===== config.mk =====
export PLATFORM = sky130hd
export DESIGN_NAME = thmon_top
export DESIGN_NICKNAME = d
export VERILOG_FILES = /design/src/rtl/thmon_pkg.sv /design/src/rtl/thmon_top.sv
export SDC_FILE = /design/constraint.sdc
export NUM_CORES = 1
export LEC_CHECK = 0
export BUFFER_PORTS_ARGS = -buffer_cell sky130_fd_sc_hd__buf_2
export CORE_ASPECT_RATIO = 0.7
export CORE_MARGIN = 2
export CORE_UTILIZATION = 50
export DETAILED_ROUTE_END_ITERATION = 10
export PLACE_DENSITY = 0.79
export SKIP_LAST_GASP = 1
export SLEW_MARGIN = 20
export SYNTH_ARGS = -nofsm -noshare
export SYNTH_HDL_FRONTEND = slang
export SYNTH_SLANG_ARGS = --single-unit

===== constraint.sdc =====
create_clock -name core_clk_i -period 2.29 [get_ports core_clk_i]
set_clock_uncertainty 0.1 [all_clocks]
set_input_delay 0.458 -clock core_clk_i [delete_from_list [all_inputs] [get_ports core_clk_i]]
set_output_delay 0.458 -clock core_clk_i [all_outputs]
set_load 0.005 [all_outputs]

===== src/rtl/thmon_pkg.sv =====
// Package with register map, field positions, reset values and timing of the thermal monitor.
package thmon_pkg;

  // ****************************************
  // Register map
  // ****************************************
  localparam logic [3:0] ADDR_THERM_CTRL = 4'h0;
  localparam logic [3:0] ADDR_INT_STS    = 4'h4;
  localparam logic [3:0] ADDR_INT_MSK    = 4'h8;
  localparam logic [3:0] ADDR_SLEEP_KEEP = 4'hc;

  // ****************************************
  // Thermal control and status fields
  // ****************************************
  localparam int BIT_PROT_DIS    = 0;
  localparam int BIT_HOT_MSK     = 1;
  localparam int BIT_SD_MSK      = 2;
  localparam int BIT_HOT_SEL_LO  = 3;
  localparam int BIT_HOT_DET     = 5;
  localparam int BIT_SD_DET      = 6;

  // ****************************************
  // Interrupt status and mask fields
  // ****************************************
  localparam int BIT_IRQ_HOT     = 0;
  localparam int BIT_IRQ_SD_OFF  = 1;
  localparam int IRQ_W           = 2;

  // ****************************************
  // Reset values
  // ****************************************
  localparam logic [7:0] RST_THERM_CTRL = 8'h00;
  localparam logic [1:0] RST_INT_MSK    = 2'h0;
  localparam logic       RST_SLEEP_KEEP = 1'b0;

  // ****************************************
  // Debounce timing
  // ****************************************
  localparam int DEB_SAMPLES = 4;
  localparam int DEB_W       = 3;

  // Power state reported by the power state controller.
  typedef enum logic [2:0] {
    THMON_PS_OFF    = 3'b001,
    THMON_PS_ACTIVE = 3'b010,
    THMON_PS_SLEEP  = 3'b100
  } thmon_pstate_t;

endpackage


===== src/rtl/thmon_top.sv =====
// Thermal monitor with hot-die warning, thermal shutdown, recovery and register access.
//
// Local design decisions: the address map and the address-and-strobe port.
`timescale 1ns/1ps
module thmon_top (
  input  wire logic       core_clk_i,
  input  wire logic       rst_i,
  input  wire logic [3:0] addr_i,
  input  wire logic [7:0] wdata_i,
  input  wire logic       wr_i,
  input  wire logic       rd_i,
  output logic      [7:0] rdata_o,
  input  wire logic       hot_above_i,
  input  wire logic       hot_below_hyst_i,
  input  wire logic       sd_above_i,
  input  wire logic       sd_below_hyst_i,
  input  wire logic [2:0] pstate_i,
  input  wire logic       off_to_active_i,
  output logic      [1:0] hot_level_sel_o,
  output logic            prot_active_o,
  output logic            thermal_reset_o,
  output logic            goto_off_o,
  output logic            power_on_block_o,
  output logic            auto_switch_on_o,
  output logic            rtc_supply_only_o,
  output logic            irq_o
);

  // ****************************************
  // Input synchronisers
  // ****************************************
  logic [3:0] sync1_ff;
  logic [3:0] sync2_ff;
  logic [2:0] ps_sync1_ff;
  logic [2:0] ps_sync2_ff;
  logic       ota_sync1_ff;
  logic       ota_sync2_ff;

  always_ff @(posedge core_clk_i) begin
    if (rst_i) begin
      sync1_ff <= 4'h0;
      sync2_ff <= 4'h0;
    end else begin
      sync1_ff <= {sd_below_hyst_i, sd_above_i, hot_below_hyst_i, hot_above_i};
      sync2_ff <= sync1_ff;
    end
  end

  always_ff @(posedge core_clk_i) begin
    if (rst_i) begin
      ps_sync1_ff  <= thmon_pkg::THMON_PS_OFF;
      ps_sync2_ff  <= thmon_pkg::THMON_PS_OFF;
      ota_sync1_ff <= 1'b0;
      ota_sync2_ff <= 1'b0;
    end else begin
      ps_sync1_ff  <= pstate_i;
      ps_sync2_ff  <= ps_sync1_ff;
      ota_sync1_ff <= off_to_active_i;
      ota_sync2_ff <= ota_sync1_ff;
    end
  end

  // ****************************************
  // Registers
  // ****************************************
  logic [7:0]                   ctrl_ff;
  logic [thmon_pkg::IRQ_W-1:0]  sts_ff;
  logic [thmon_pkg::IRQ_W-1:0]  msk_ff;
  logic                         keep_ff;
  logic                         hot_det_ff;
  logic                         sd_det_ff;
  logic                         sd_latch_ff;
  logic                         forced_on_ff;

  // ****************************************
  // Shared decoding
  // ****************************************
  function automatic logic in_off(input logic [2:0] ps);
    in_off = ps == thmon_pkg::THMON_PS_OFF;
  endfunction

  function automatic logic deb_full(input logic [thmon_pkg::DEB_W-1:0] cnt);
    deb_full = cnt == thmon_pkg::DEB_W'(thmon_pkg::DEB_SAMPLES - 1);
  endfunction

  // ****************************************
  // Protection enable
  // ****************************************
  logic prot_en;
  always_comb begin
    prot_en = 1'b0;
    unique case (ps_sync2_ff)
      thmon_pkg::THMON_PS_ACTIVE: prot_en = !ctrl_ff[thmon_pkg::BIT_PROT_DIS] | forced_on_ff;
      thmon_pkg::THMON_PS_SLEEP:  prot_en = keep_ff;
      thmon_pkg::THMON_PS_OFF:    prot_en = sd_latch_ff | forced_on_ff;
      default:                    prot_en = 1'b1;
    endcase
  end

  always_ff @(posedge core_clk_i) begin
    if (rst_i) begin
      forced_on_ff <= 1'b0;
    end else begin
      forced_on_ff <= ota_sync2_ff;
    end
  end

  // ****************************************
  // Detection with debounce and hysteresis
  // ****************************************
  function automatic logic [thmon_pkg::DEB_W-1:0] deb_next(input logic [thmon_pkg::DEB_W-1:0] cnt,
                                                          input logic want, input logic cur);
    if (want == cur) begin
      deb_next = '0;
    end else if (deb_full(cnt)) begin
      deb_next = '0;
    end else begin
      deb_next = cnt + 1'b1;
    end
  endfunction

  logic [thmon_pkg::DEB_W-1:0] hot_cnt_ff;
  logic [thmon_pkg::DEB_W-1:0] sd_cnt_ff;
  logic                        hot_want;
  logic                        sd_want;

  always_comb begin
    hot_want = hot_det_ff ? !sync2_ff[1] : sync2_ff[0];
    sd_want  = sd_det_ff  ? !sync2_ff[3] : sync2_ff[2];
    if (!prot_en) begin
      hot_want = 1'b0;
      sd_want  = 1'b0;
    end
  end

  always_ff @(posedge core_clk_i) begin
    if (rst_i) begin
      hot_cnt_ff <= '0;
      sd_cnt_ff  <= '0;
      hot_det_ff <= 1'b0;
      sd_det_ff  <= 1'b0;
    end else begin
      hot_cnt_ff <= deb_next(hot_cnt_ff, hot_want, hot_det_ff);
      sd_cnt_ff  <= deb_next(sd_cnt_ff, sd_want, sd_det_ff);
      if (hot_want != hot_det_ff && deb_full(hot_cnt_ff)) begin
        hot_det_ff <= hot_want;
      end
      if (sd_want != sd_det_ff && deb_full(sd_cnt_ff)) begin
        sd_det_ff <= sd_want;
      end
    end
  end

  // ****************************************
  // Shutdown latch and recovery
  // ****************************************
  logic hot_rise;
  logic sd_rise;
  logic hot_prev_ff;
  logic sd_prev_ff;
  assign hot_rise = hot_det_ff & !hot_prev_ff;
  assign sd_rise  = sd_det_ff & !sd_prev_ff;

  always_ff @(posedge core_clk_i) begin
    if (rst_i) begin
      hot_prev_ff <= 1'b0;
      sd_prev_ff  <= 1'b0;
    end else begin
      hot_prev_ff <= hot_det_ff;
      sd_prev_ff  <= sd_det_ff;
    end
  end

  // Cleared only in OFF, so a shutdown that is still switching the device off keeps recovery pending.
  // hold until below hot-die
  always_ff @(posedge core_clk_i) begin
    if (rst_i) begin
      sd_latch_ff <= 1'b0;
    end else if (sd_det_ff) begin
      sd_latch_ff <= 1'b1;
    end else if (!hot_det_ff && in_off(ps_sync2_ff)) begin
      sd_latch_ff <= 1'b0;
    end
  end

  // ****************************************
  // Power controller outputs
  // ****************************************
  logic thermal_reset_ff;
  logic goto_off_ff;
  logic block_ff;
  logic auto_on_ff;
  logic rtc_only_ff;
  logic prot_ff;

  always_ff @(posedge core_clk_i) begin
    if (rst_i) begin
      thermal_reset_ff <= 1'b0;
      goto_off_ff      <= 1'b0;
    end else begin
      thermal_reset_ff <= sd_det_ff;
      goto_off_ff      <= sd_rise;
    end
  end

  always_ff @(posedge core_clk_i) begin
    if (rst_i) begin
      block_ff <= 1'b0;
    end else begin
      block_ff <= sd_det_ff | (sd_latch_ff & hot_det_ff);
    end
  end

  always_ff @(posedge core_clk_i) begin
    if (rst_i) begin
      auto_on_ff <= 1'b0;
    end else begin
      auto_on_ff <= sd_latch_ff & !sd_det_ff & !hot_det_ff & in_off(ps_sync2_ff);
    end
  end

  always_ff @(posedge core_clk_i) begin
    if (rst_i) begin
      rtc_only_ff <= 1'b1;
    end else begin
      rtc_only_ff <= in_off(ps_sync2_ff);
    end
  end

  // Protection state as reported to the power state controller.
  always_ff @(posedge core_clk_i) begin
    if (rst_i) begin
      prot_ff <= 1'b0;
    end else begin
      prot_ff <= prot_en;
    end
  end

  // ****************************************
  // Register bus
  // ****************************************
  logic                        rd_sts;
  logic [thmon_pkg::IRQ_W-1:0] ev;
  assign rd_sts = rd_i && addr_i == thmon_pkg::ADDR_INT_STS;
  assign ev     = {sd_rise, hot_rise & !ctrl_ff[thmon_pkg::BIT_HOT_MSK]};

  always_ff @(posedge core_clk_i) begin
    if (rst_i) begin
      ctrl_ff <= thmon_pkg::RST_THERM_CTRL;
      msk_ff  <= thmon_pkg::RST_INT_MSK;
      keep_ff <= thmon_pkg::RST_SLEEP_KEEP;
    end else if (wr_i) begin
      if (addr_i == thmon_pkg::ADDR_THERM_CTRL) ctrl_ff <= {3'h0, wdata_i[4:0]};
      if (addr_i == thmon_pkg::ADDR_INT_MSK)    msk_ff  <= wdata_i[thmon_pkg::IRQ_W-1:0];
      if (addr_i == thmon_pkg::ADDR_SLEEP_KEEP) keep_ff <= wdata_i[0];
    end
  end

  // sticky, set wins over read clear
  always_ff @(posedge core_clk_i) begin
    if (rst_i) begin
      sts_ff <= '0;
    end else begin
      sts_ff <= (rd_sts ? '0 : sts_ff) | ev;
    end
  end

  logic [7:0] rdata_ff;
  always_ff @(posedge core_clk_i) begin
    if (rst_i) begin
      rdata_ff <= 8'h00;
    end else if (rd_i) begin
      unique case (addr_i)
        thmon_pkg::ADDR_THERM_CTRL: rdata_ff <= {1'b0, sd_det_ff, hot_det_ff, ctrl_ff[4:0]};
        thmon_pkg::ADDR_INT_STS:    rdata_ff <= {6'h00, sts_ff};
        thmon_pkg::ADDR_INT_MSK:    rdata_ff <= {6'h00, msk_ff};
        thmon_pkg::ADDR_SLEEP_KEEP: rdata_ff <= {7'h00, keep_ff};
        default:                    rdata_ff <= 8'h00;
      endcase
    end else begin
      rdata_ff <= 8'h00;
    end
  end

  logic irq_ff;
  always_ff @(posedge core_clk_i) begin
    if (rst_i) begin
      irq_ff <= 1'b0;
    end else begin
      irq_ff <= |(((rd_sts ? '0 : sts_ff) | ev) & ~msk_ff);
    end
  end

  assign rdata_o           = rdata_ff;
  assign hot_level_sel_o   = ctrl_ff[thmon_pkg::BIT_HOT_SEL_LO +: 2];
  assign prot_active_o     = prot_ff;
  assign thermal_reset_o   = thermal_reset_ff;
  assign goto_off_o        = goto_off_ff;
  assign power_on_block_o  = block_ff;
  assign auto_switch_on_o  = auto_on_ff;
  assign rtc_supply_only_o = rtc_only_ff;
  assign irq_o             = irq_ff;

endmodule


Yosys cells after proc, flatten, opt, wreduce, memory -nomap -nowiden. Index checks and enable logic that the tools add are counted.

Bits in registers: 52. Bits of input ports: 24.

Add/sub/neg operators: 2. Equal/unequal tests: 12. Multiplexer cells: 9. Bitwise operators: 14. Reductions and logical operators: 21.

Operators by type and width (count): $pmux 7 s4 (1); $eq 3x2->1 const B (3); $eq 4x4->1 const B (2); $logic_not 1->1 (8); $and 1x1->1 (7); $add 3x1->3 const B (2); $mux 1 (6); $reduce_and 2->1 (3); $reduce_or 3->1 (2); $eq 4x3->1 const B (1); $logic_and 1x1->1 (4); $logic_not 4->1 (1); $reduce_or 2->1 (2); $eq 3x1->1 const B (1); $eq 3x3->1 const B (1); $or 1x1->1 (3); $pmux 1 s3 (1); $and 2x2->2 (1); $eq 1x1->1 (2); $mux 2 (1); $ne 1x1->1 (2); $not 2->2 (1); $or 2x2->2 (1); $reduce_bool 2->1 (1); $not 1->1 (1).

Logic depth before layout (Yosys ltp). Gate-level depths: netlist of run 1.

Word-level depth: 6. Mapped depth: 5.

Worst setup path after synthesis of run 1. Ideal clock, no wire load.

Path kind: input port to flip-flop. From: input port addr_i[2]. To: register ctrl_ff[0]. Setup time: 128 ps. Arrival time: 1547 ps. Required time: 2062 ps. Path slack: 516 ps. Cell stages on the path: 5. Path buffers: 1. Path through: or3_4 > or3b_1 > buf_6 > mux2i_1 > nor2_1.

Longest elaborated chain between the ends: 2.

Ends and longest elaborated chain: from (decl) (RTL line thmon_top.sv:8) `input wire logic [3:0] addr_i,`; $logic_not 4->1 (RTL line thmon_top.sv:253) `if (addr_i == thmon_pkg::ADDR_THERM_CTRL) ctrl_ff <= {3'h0, wdata_i[4:0]};`; $reduce_and 2->1 (no line); to (signal assigned) (RTL line thmon_top.sv:249) `ctrl_ff <= thmon_pkg::RST_THERM_CTRL;`; to (signal assigned) (RTL line thmon_top.sv:253); to (decl) (RTL line thmon_top.sv:66) `logic [7:0] ctrl_ff;`.

No other way between the ends. A chain may end at the register's enable or synchronous reset.

Worst setup path in the final report of run 1.
From: register ps_sync2_ff[0]. To: register hot_cnt_ff[1] (netlist bit).

Longest elaborated chain between the ends: 5. Elaborated cells between the ends (all ways): 7. Those cells by class: eq/ne: 4; mux: 2; reduce/logical: 1.

Ends and longest elaborated chain: from (decl) (RTL line thmon_top.sv:35) `logic [2:0] ps_sync2_ff;`; from (signal assigned) (RTL line thmon_top.sv:52) `ps_sync2_ff <= thmon_pkg::THMON_PS_OFF;`; from (signal assigned) (RTL line thmon_top.sv:57) `ps_sync2_ff <= ps_sync1_ff;`; $eq 3x1->1, or another cell as far along (RTL line thmon_top.sv:92) `unique case (ps_sync2_ff)`; $pmux 1 s3 (*) (RTL line thmon_top.sv:92); $mux 1 (*) (RTL line thmon_top.sv:130) `if (!prot_en) begin`; $eq 1x1->1 (*) (RTL line thmon_top.sv:113) `if (want == cur) begin`; $reduce_or 3->1 (no line) (*); to (signal assigned) (RTL line thmon_top.sv:143) `hot_cnt_ff <= deb_next(hot_cnt_ff, hot_want, hot_det_ff);`; to (decl) (RTL line thmon_top.sv:122) `logic [thmon_pkg::DEB_W-1:0] hot_cnt_ff;`.

Mark *: on every way between the ends. The rest lies on a longest branch, timed or not.

==> impl_metrics.csv, run 1 <==
group,metric,value,unit
die,io_pins,41,
cells_and_area,antennaDiodeCount,0,
critical_path,critPathCaptureType,"flip-flop",
pwr,ir_drop,0.525,mV
sta,worst_slew_pin_slew,0.627,ns
synth,synthTopCellsByArea,"dfxtp_1, mux2i_1, nor2b_1",
drt,drt-pass1-iter-count,5,
global_routing,overflow,0,
pwr,cellLeakagePower,0.000955,uW
drt,via_per_inst,4.89,
sta,setup_tns,0,ns
drt,wl_per_cell,11.7,um
global_routing,grt_usage,16.0,%
sta,setup_violations,0,
critical_path,arrival,1.89,ns
run,maxCapViolCount,0,
global_routing,grt_pass1_vias,1194,
synth,synth_top_area_cell,"dfxtp_1",
die,rows,18,
synth,synth_cell_types,34,
pwr,pwr_density_cell,663,nW/um^2
die,die_area,4430,sq um
place,pre_cts_slack,0.266,ns
synth,syn_inst,192,
synth,synth_area,1950,sq um
cells_and_area,layout-drive-gt1-share,23.2,%
clocking,clk_pin_slew,0.08,ns
synth,synth_nets,220,
critical_path,cp_max_fo,6,
clocking,post-cts-setup-buffers,0,
cells_and_area,nNetsFinal,255,
drt,drc,0,
place,port_buffers,36,
sta,fin_crit,1.75,ns
drt,drt_iter0_drc,67,
synth,synthTopCellsByCount,"dfxtp_1, nor2b_1, nor2_1, mux2i_1, nand2_1",
sta,final_max_slew_viol_count,0,
die,die_h,56.3,um
sta,period_share,76.4,%
critical_path,criticalPathCategory,"flip-flop to flip-flop",
synth,post-synth-top-area-fraction,52.2,%
cells_and_area,fill_cells,322,
min_path,hp-class,"input port to flip-flop",
critical_path,startpoint_type,"flip-flop",
status,status,"finished, final reports clean",
cells_and_area,final_util,61.7,%
place,dp.cells,270,
clocking,root_buffer,"clkbuf_8",
cells_and_area,multi_input_area,855,sq um
sta,rsz0062_at_grt,"no",
die,die_w,78.7,um
place,dpl.hpwl,2330,um
clocking,htree_levels,2,
sta,timing.final.ws_setup,0.541,ns
drt,routed_wl,3250,um
synth,synth_edf_count,0,
clocking,postCtsHoldBufs,0,
drt,drtAntennaViolNets,0,
synth,yosys_warnings,0,
clocking,clockBufferDepth,2,
die,core,3630,sq um
clocking,cts_tree,"built",
synth,synth_ff_type,"dfxtp_1",
die,start_util,53.9,%
sta,hold_viol,0,
global_routing,grt_pass1_wl,5350,um
place,gp_congestion,0.763,
cells_and_area,syn_to_final_growth,14.5,%
synth,avgSynthCellArea,10.2,sq um
clocking,clk_latency,0.30,ns
synth,async_reset_ff_share,0,%
synth,yosysMostFrequentCell,"dfxtp_1",
clocking,numCtsBuffers,5,
global_routing,grt_max_degree,22,
sta,fmax,572,MHz
cells_and_area,register_area,1020,sq um
clocking,cts_sinks,51,
cells_and_area,fin_cells,278,
sta,slew_headroom,58.0,%
critical_path,required,2.43,ns
global_routing,grt_antenna_before_repair,0,
clocking,cts.repair.resized,0,
synth,yosysSeqAreaShare,52.2,%
synth,ys_seq_elements,51,
drt,vias,1359,
[registers in the layout, indices dropped and copies added (netlist names), 2 cells and up]
| signal | count |
|---|---|
| ps_sync1_ff | 3 |
| msk_ff | 2 |
| sd_cnt_ff | 3 |
| sts_ff | 2 |
| sync1_ff | 4 |
| hot_cnt_ff | 3 |
| sync2_ff | 4 |
| ctrl_ff | 5 |
| ps_sync2_ff | 3 |
| rdata_o | 7 |
[critical path: stages, from the launching register on]
cell and delay (ns):
dfxtp_1 0.36, nor4b_1 0.16, or3_4 0.44, a221oi_4 0.40, mux2i_1 0.22
[report_power, final]
part / internal [uW] / leakage, uW / switching, uW / total [uW]
sequential: 904 / 0.000415 / 8.69 / 913
combinational: 40.6 / 0.000498 / 44.0 / 84.6
clock: 215 / 0.0000422 / 271 / 486
[metal layers]
metal / GRT usage, % / share of wire, % / wire length, um / up-vias
met5: 0 / 0 / 0 / -
met4: 9.02 / 0.43 / 14 / 0
met3: 4.98 / 7.2 / 235 / 2
met2: 22.7 / 42 / 1370 / 36
met1: 21.3 / 50 / 1630 / 613
li1: - / - / - / 708
[area by class of cell]
type / instances / share of cell area [%]
inverters: 6 / 1.01
clock inverters: 1 / 0.224
multi-input cells: 125 / 38.2
clock buffers: 7 / 3.41
well taps: 50 / 2.80
repair buffers: 38 / 8.72
flip-flops and latches: 51 / 45.6
[kinds of logic after synthesis]
group	count (synthesis)	share of synthesized area, %
simple gates	83	24.5
other cells	1	0.192
buf+inv	16	4.03
fa+ha+maj	4	2.56
compound gates	22	8.84
xor+xnor	1	0.448
mux	14	7.17
flops	51	52.2
[path summary, 6_finish.rpt]
check                      start              to  slack (ns)  cells after the start
setup / recovery  ps_sync2_ff[0]   hot_cnt_ff[1]        0.54                      4
hold / removal       pstate_i[0]  ps_sync1_ff[0]        0.24                      2
setup reg to reg  ps_sync2_ff[0]   hot_cnt_ff[1]        0.54                      4
hold reg to reg   ps_sync1_ff[0]  ps_sync2_ff[0]        0.31                      1
[cell usage in the layout, fill, tap and decap left out]
cell type	instances
nor2_1	18
dfxtp_1	51
inv_1	6
nand2b_1	3
nand3b_1	7
or3_4	2
nor3b_1	1
or3b_1	1
clkbuf_1	2
o21ai_0	5
nand3_1	2
or3b_4	1
a22o_1	1
nor2b_1	20
or2_2	2
clkbuf_8	5
or3_1	1
and2_1	7
mux2i_1	14
a31o_2	2
buf_2	36
clkinv_2	1
ha_1	4
nor4b_1	4
a21oi_1	7
nor3_1	2
or2_0	1
a31oi_1	1
o22ai_1	2
xor2_1	1
a22oi_1	1
buf_4	2
a221oi_4	2
conb_1	1
o21a_1	1
nand2_1	11
[metrics by stage]
stage	area, sq um	hold WS, ns	power (uW)
floorplan	1950	0.289	987
detailed placement	2160	0.295	1020
global route	2240	0.229	1550
finish	2240	0.238	1480
global placement	2160	0.296	1020
CTS	2240	0.226	1510
(Power assumes the default switching activity.)
==> run 2: changes to the inputs <==
--- a/config.mk
+++ b/config.mk
@@ -8,7 +8,7 @@
 export BUFFER_PORTS_ARGS = -buffer_cell sky130_fd_sc_hd__buf_2
 export CORE_ASPECT_RATIO = 0.7
 export CORE_MARGIN = 2
-export CORE_UTILIZATION = 50
+export CORE_UTILIZATION = 48
 export DETAILED_ROUTE_END_ITERATION = 10
 export PLACE_DENSITY = 0.79
 export SKIP_LAST_GASP = 1
==> constraint.sdc (replaced) <==
create_clock -name core_clk_i -period 1.6 [get_ports core_clk_i]
set_clock_uncertainty 0.1 [all_clocks]
set_input_delay 0.32 -clock core_clk_i [delete_from_list [all_inputs] [get_ports core_clk_i]]
set_output_delay 0.32 -clock core_clk_i [all_outputs]
set_load 0.005 [all_outputs]
==> run 2 against run 1 <==
The flow now finishes with violations (setup timing). First-iteration DRC count rose by 54%. Register-to-register slack worse by 0.65 ns. Die area grew 3.9%. Total power grew 55%. Via count rose by 5.4%. Sequential power up 43%. Worst setup slack worse by 0.65 ns. Wire length increased by 9.8%. Utilization is 0.42 points lower. Non-clock buffer count grew 12.
==> impl_metrics.csv, run 2 (same netlist as run 1, synthesis figures left out) <==
group,metric,value,unit
die,die_h,57.4,um
clocking,htree_levels,2,
cells_and_area,layout-drive-gt1-share,30.1,%
critical_path,rrSetupSlack,-0.11,ns
drt,drt_iter0_drc,103,
cells_and_area,multi_input_area,898,sq um
critical_path,rr_endpoint,"hot_cnt_ff[2]",
global_routing,grt_pass1_vias,1249,
critical_path,arrival,1.84,ns
cells_and_area,final_util,61.3,%
drt,wl_per_cell,12.3,um
critical_path,required,1.73,ns
place,port_buffers,36,
critical_path,r2r_start,"ps_sync2_ff[2]",
cells_and_area,largest_reg_flops,7,
place,dpl.hpwl,2520,um
clocking,clk_latency,0.30,ns
critical_path,criticalPathCategory,"flip-flop to flip-flop",
clocking,cts_tree,"built",
clocking,cts_sinks,51,
sta,period_share,107,%
die,start_util,49.8,%
place,gp_congestion,0.815,
run,maxCapViolCount,0,
min_path,hp-class,"input port to flip-flop",
clocking,root_buffer,"clkbuf_8",
cells_and_area,antennaDiodeCount,0,
pwr,cellLeakagePower,0.00103,uW
cells_and_area,fin_cells,291,
sta,final_max_slew_viol_count,0,
critical_path,cp_max_fo,5,
die,die_w,80.3,um
critical_path,ff2ff_path_depth,4,
critical_path,crit_end,"hot_cnt_ff[2]",
cells_and_area,fill_cells,334,
cells_and_area,final_cell_mix,"dfxtp_1, buf_2, nor2b_1",
die,io_pins,41,
die,rows,19,
cells_and_area,nNetsFinal,267,
drt,drt-pass1-iter-count,4,
clocking,numCtsBuffers,5,
die,core,3920,sq um
global_routing,grt_max_degree,19,
sta,fin_crit,1.71,ns
critical_path,startpoint_type,"flip-flop",
global_routing,grt_usage,15.7,%
sta,hold_viol,0,
global_routing,grt_pass1_wl,5560,um
drt,drtAntennaViolNets,0,
status,status,"finished with violations",
critical_path,crit_path_top_delay_cell,"or3_4",
sta,rsz0062_at_grt,"yes",
critical_path,worstPathCellList,"nor4b_4 > or3_4 > a221oi_4 > mux2i_1",
die,die_area,4610,sq um
pwr,pwr_density_cell,955,nW/um^2
sta,timing.final.ws_setup,-0.110,ns
drt,routed_wl,3570,um
clocking,clk_pin_slew,0.08,ns
place,dp.cells,282,
sta,fmax,585,MHz
critical_path,critPathCaptureType,"flip-flop",
sta,holdWs,0.102,ns
global_routing,overflow,0,
cells_and_area,final_common_cell,"dfxtp_1",
critical_path,critical-path-max-stage-delay,0.43,ns
status,violations,"setup timing",
critical_path,crit_path_start,"ps_sync2_ff[2]",
cells_and_area,register_area,1030,sq um
drt,via_per_inst,4.92,
clocking,clockBufferDepth,2,
drt,vias,1432,
cells_and_area,syn_to_final_growth,23.0,%
drt,drc,0,
sta,setup_violations,7,
pwr,ir_drop,0.582,mV
global_routing,grt_antenna_before_repair,0,
run 2: final cells by class:
cell class	count	share of cell area [%]
sequential	51	42.8
multi-input combinational	125	37.4
timing repair buffer	50	11.9
clock buffer	6	3.02
tap	52	2.71
clock inverter	1	1.25
inverter	6	0.937
run 2: metal layers:
metal / GRT usage (%) / part of all wire, % / vias to the layer above
met2: 24.8 / 45 / 47
met4: 4.84 / 1.0 / 0
met5: 0 / 0 / -
li1: - / - / 732
met3: 5.06 / 6.3 / 8
met1: 20.7 / 47 / 645
run 2: worst max-delay path, delay by kind of cell (launching register included):
| family | cells | cell delay [ns] |
|---|---|---|
| flops | 1 | 0.37 |
| mux | 1 | 0.22 |
| simple gates | 2 | 0.56 |
| compound gates | 1 | 0.40 |
run 2: power breakdown:
group	internal (uW)	total (uW)	switching (uW)
logic	70.1	141	71.2
clock network	458	847	389
registers	1290	1310	14.9
total	1820	2300	475
run 2: timing repair:
item                                    CTS  global route
gates resized for setup                   4             7
hold buffers                              0             0
setup buffers                             1             1
endpoints found under the setup margin    8             8
pin swaps                                 4             3
run 2: worst min path at each step:
| stage | to | slack [ns] | startpoint | cells after the start |
|---|---|---|---|---|
| after floorplan | ps_sync2_ff[0] | 0.29 | ps_sync1_ff[0] | 1 |
| after global placement | ps_sync2_ff[0] | 0.30 | ps_sync1_ff[0] | 1 |
| after detailed placement | goto_off_o | 0.31 | thermal_reset_o | 1 |
| after CTS | ps_sync1_ff[0] | 0.1 | pstate_i[0] | 2 |
| after global routing | ps_sync1_ff[0] | 0.09 | pstate_i[0] | 2 |
| final | ps_sync1_ff[0] | 0.10 | pstate_i[0] | 2 |
run 2: stage by stage:
stage	worst slack (ns)	TNS, ns	total power (uW)	instance area [sq um]
floorplan	-0.0138	-0.0692	1410	1950
global route	-0.167	-0.977	2390	2400
detailed placement	-0.216	-2.50	1470	2230
CTS	-0.103	-0.476	2300	2350
global placement	-0.182	-2.38	1460	2230
finish	-0.110	-0.537	2300	2400
==> run 3: changes to the inputs <==
--- a/config.mk
+++ b/config.mk
@@ -5,12 +5,14 @@
 export SDC_FILE = /design/constraint.sdc
 export NUM_CORES = 1
 export LEC_CHECK = 0
+export ABC_CLOCK_PERIOD_IN_PS = 1600
 export BUFFER_PORTS_ARGS = -buffer_cell sky130_fd_sc_hd__buf_2
 export CORE_ASPECT_RATIO = 0.7
 export CORE_MARGIN = 2
 export CORE_UTILIZATION = 48
 export DETAILED_ROUTE_END_ITERATION = 10
 export PLACE_DENSITY = 0.79
+export RECOVER_POWER = 100
 export SKIP_LAST_GASP = 1
 export SLEW_MARGIN = 20
 export SYNTH_ARGS = -nofsm -noshare
==> run 3 against run 2 <==
Cell area fell by 0.21%. Non-clock buffer count did not move. Largest power group unchanged. Critical path depth unchanged. Combinational power is essentially flat. Wire length fell by 0.59%. Final cell count unchanged. Register-to-register slack about the same. Sequential share of layout area grew 0.089 points. Sequential power barely moved. Critical endpoint unchanged. Clock power is essentially flat. Worst setup slack improved by 0.00060 ns. The run still ends with setup timing left. Highest routed layer unchanged. Maximum frequency hardly changed.
==> impl_metrics.csv, run 3 (same netlist as run 1, synthesis figures left out) <==
group,metric,value,unit
drt,vias,1430,
clocking,root_buffer,"clkbuf_8",
die,die_h,57.4,um
pwr,ir_drop,0.550,mV
sta,setup_violations,7,
place,gp_congestion,0.815,
place,dpl.hpwl,2520,um
global_routing,grt_max_degree,19,
sta,rsz0062_at_grt,"yes",
sta,fmax,585,MHz
drt,drt-pass1-iter-count,4,
die,rows,19,
die,io_pins,41,
cells_and_area,register_area,1030,sq um
cells_and_area,fill_cells,337,
clocking,numCtsBuffers,5,
critical_path,critPathCaptureType,"flip-flop",
cells_and_area,multi_input_area,898,sq um
cells_and_area,syn_to_final_growth,22.7,%
critical_path,criticalPathCategory,"flip-flop to flip-flop",
clocking,postCtsHoldBufs,0,
sta,holdWs,0.105,ns
cells_and_area,layout-drive-gt1-share,29.3,%
status,violations,"setup timing",
cells_and_area,fin_area,2400,sq um
critical_path,crit_path_top_delay_cell,"or3_4",
sta,period_share,107,%
drt,via_per_inst,4.91,
critical_path,required,1.73,ns
sta,worst_slew_pin_slew,0.679,ns
global_routing,overflow,0,
drt,drc,0,
global_routing,grt_pass1_wl,5560,um
critical_path,critical-path-max-stage-delay,0.43,ns
cells_and_area,antennaDiodeCount,0,
min_path,hp-class,"input port to flip-flop",
place,place_area,2230,sq um
clocking,cts_tree,"built",
critical_path,crit_path_start,"ps_sync2_ff[2]",
die,die_w,80.3,um
clocking,clk_latency,0.30,ns
clocking,clk_pin_slew,0.08,ns
sta,timing.final.ws_setup,-0.109,ns
critical_path,cp_max_fo,5,
global_routing,grt_antenna_before_repair,0,
cells_and_area,nNetsFinal,267,
sta,final_max_slew_viol_count,0,
critical_path,startpoint_type,"flip-flop",
cells_and_area,final_cell_mix,"dfxtp_1, buf_2, nor2b_1",
die,die_area,4610,sq um
min_path,hold_start,"pstate_i[0]",
clocking,cts_sinks,51,
status,status,"finished with violations",
run,maxCapViolCount,0,
critical_path,worstPathCellList,"nor4b_4 > or3_4 > a221oi_4 > mux2i_1",
pwr,cellLeakagePower,0.00103,uW
sta,slew_headroom,54.7,%
die,core,3920,sq um
drt,wl_per_cell,12.2,um
place,port_buffers,36,
cells_and_area,largest_reg_flops,7,
drt,drtAntennaViolNets,0,
critical_path,rrSetupSlack,-0.11,ns
pwr,pwr_density_cell,956,nW/um^2
drt,drt_iter0_drc,104,
global_routing,grt_usage,15.7,%
die,start_util,49.8,%
clocking,clockBufferDepth,2,
sta,hold_viol,0,
sta,fin_crit,1.71,ns
cells_and_area,final_common_cell,"dfxtp_1",
global_routing,grt_pass1_vias,1249,
critical_path,arrival,1.84,ns
sta,setup_tns,-0.533,ns
clocking,htree_levels,2,
critical_path,r2r_start,"ps_sync2_ff[2]",
drt,routed_wl,3550,um
run 3: cell count changes in the layout (fill, tap and decap cells not counted), sizes merged:
| cell | previous run | this run |
|---|---|---|
| clkbuf | 6 | 8 |
| buf | 50 | 48 |
run 3: worst max-delay path, delay by kind of cell, from the launching register on:
kind	cells	cell delay [ns]
AOI/OAI and AO/OA	1	0.40
DFF	1	0.37
muxes	1	0.22
and+or+nand+nor	2	0.56
run 3: metal layers:
layer / global-route usage (%) / wire length, um
met4: 4.84 / 19
met1: 20.7 / 1680
met3: 5.06 / 238
met2: 24.8 / 1620
met5: 0 / 0
run 3: final cells by class:
| class | count | share of cell area, % |
|---|---|---|
| sequential | 51 | 42.9 |
| multi-input combinational | 125 | 37.5 |
| timing repair buffer | 50 | 11.7 |
| clock buffer | 6 | 3.03 |
| tap | 52 | 2.71 |
| clock inverter | 1 | 1.25 |
| inverter | 6 | 0.939 |
run 3: stage by stage:
| stage | cells | utilization, % | power (uW) | setup slack (ns) |
|---|---|---|---|---|
| after floorplan | 192 | - | 1410 | -0.0138 |
| after global placement | 282 | 56.9 | 1460 | -0.182 |
| after detailed placement | 282 | 56.9 | 1470 | -0.216 |
| after CTS | 290 | 60.0 | 2300 | -0.103 |
| after global routing | 291 | 61.1 | 2390 | -0.167 |
| final | 291 | 61.1 | 2290 | -0.109 |
run 3: path summary, 6_finish.rpt:
check                                 endpoint  cells past startpoint
worst max register to register   hot_cnt_ff[2]                      4
worst min-delay path            ps_sync1_ff[0]                      2
worst min register to register      goto_off_o                      1
worst max-delay path             hot_cnt_ff[2]                      4
run 3: power breakdown:
group,internal (uW),switching [uW]
Combinational,68.6,70.9
Clock,458,387
Sequential,1290,14.8
Total,1820,473
run 3: what timing repair did:
| item | 4_1_cts | 5_1_grt |
|---|---|---|
| pin swaps | 4 | 3 |
| setup endpoints to repair | 8 | 8 |
| setup buffers | 1 | 1 |
| resized for setup | 4 | 7 |
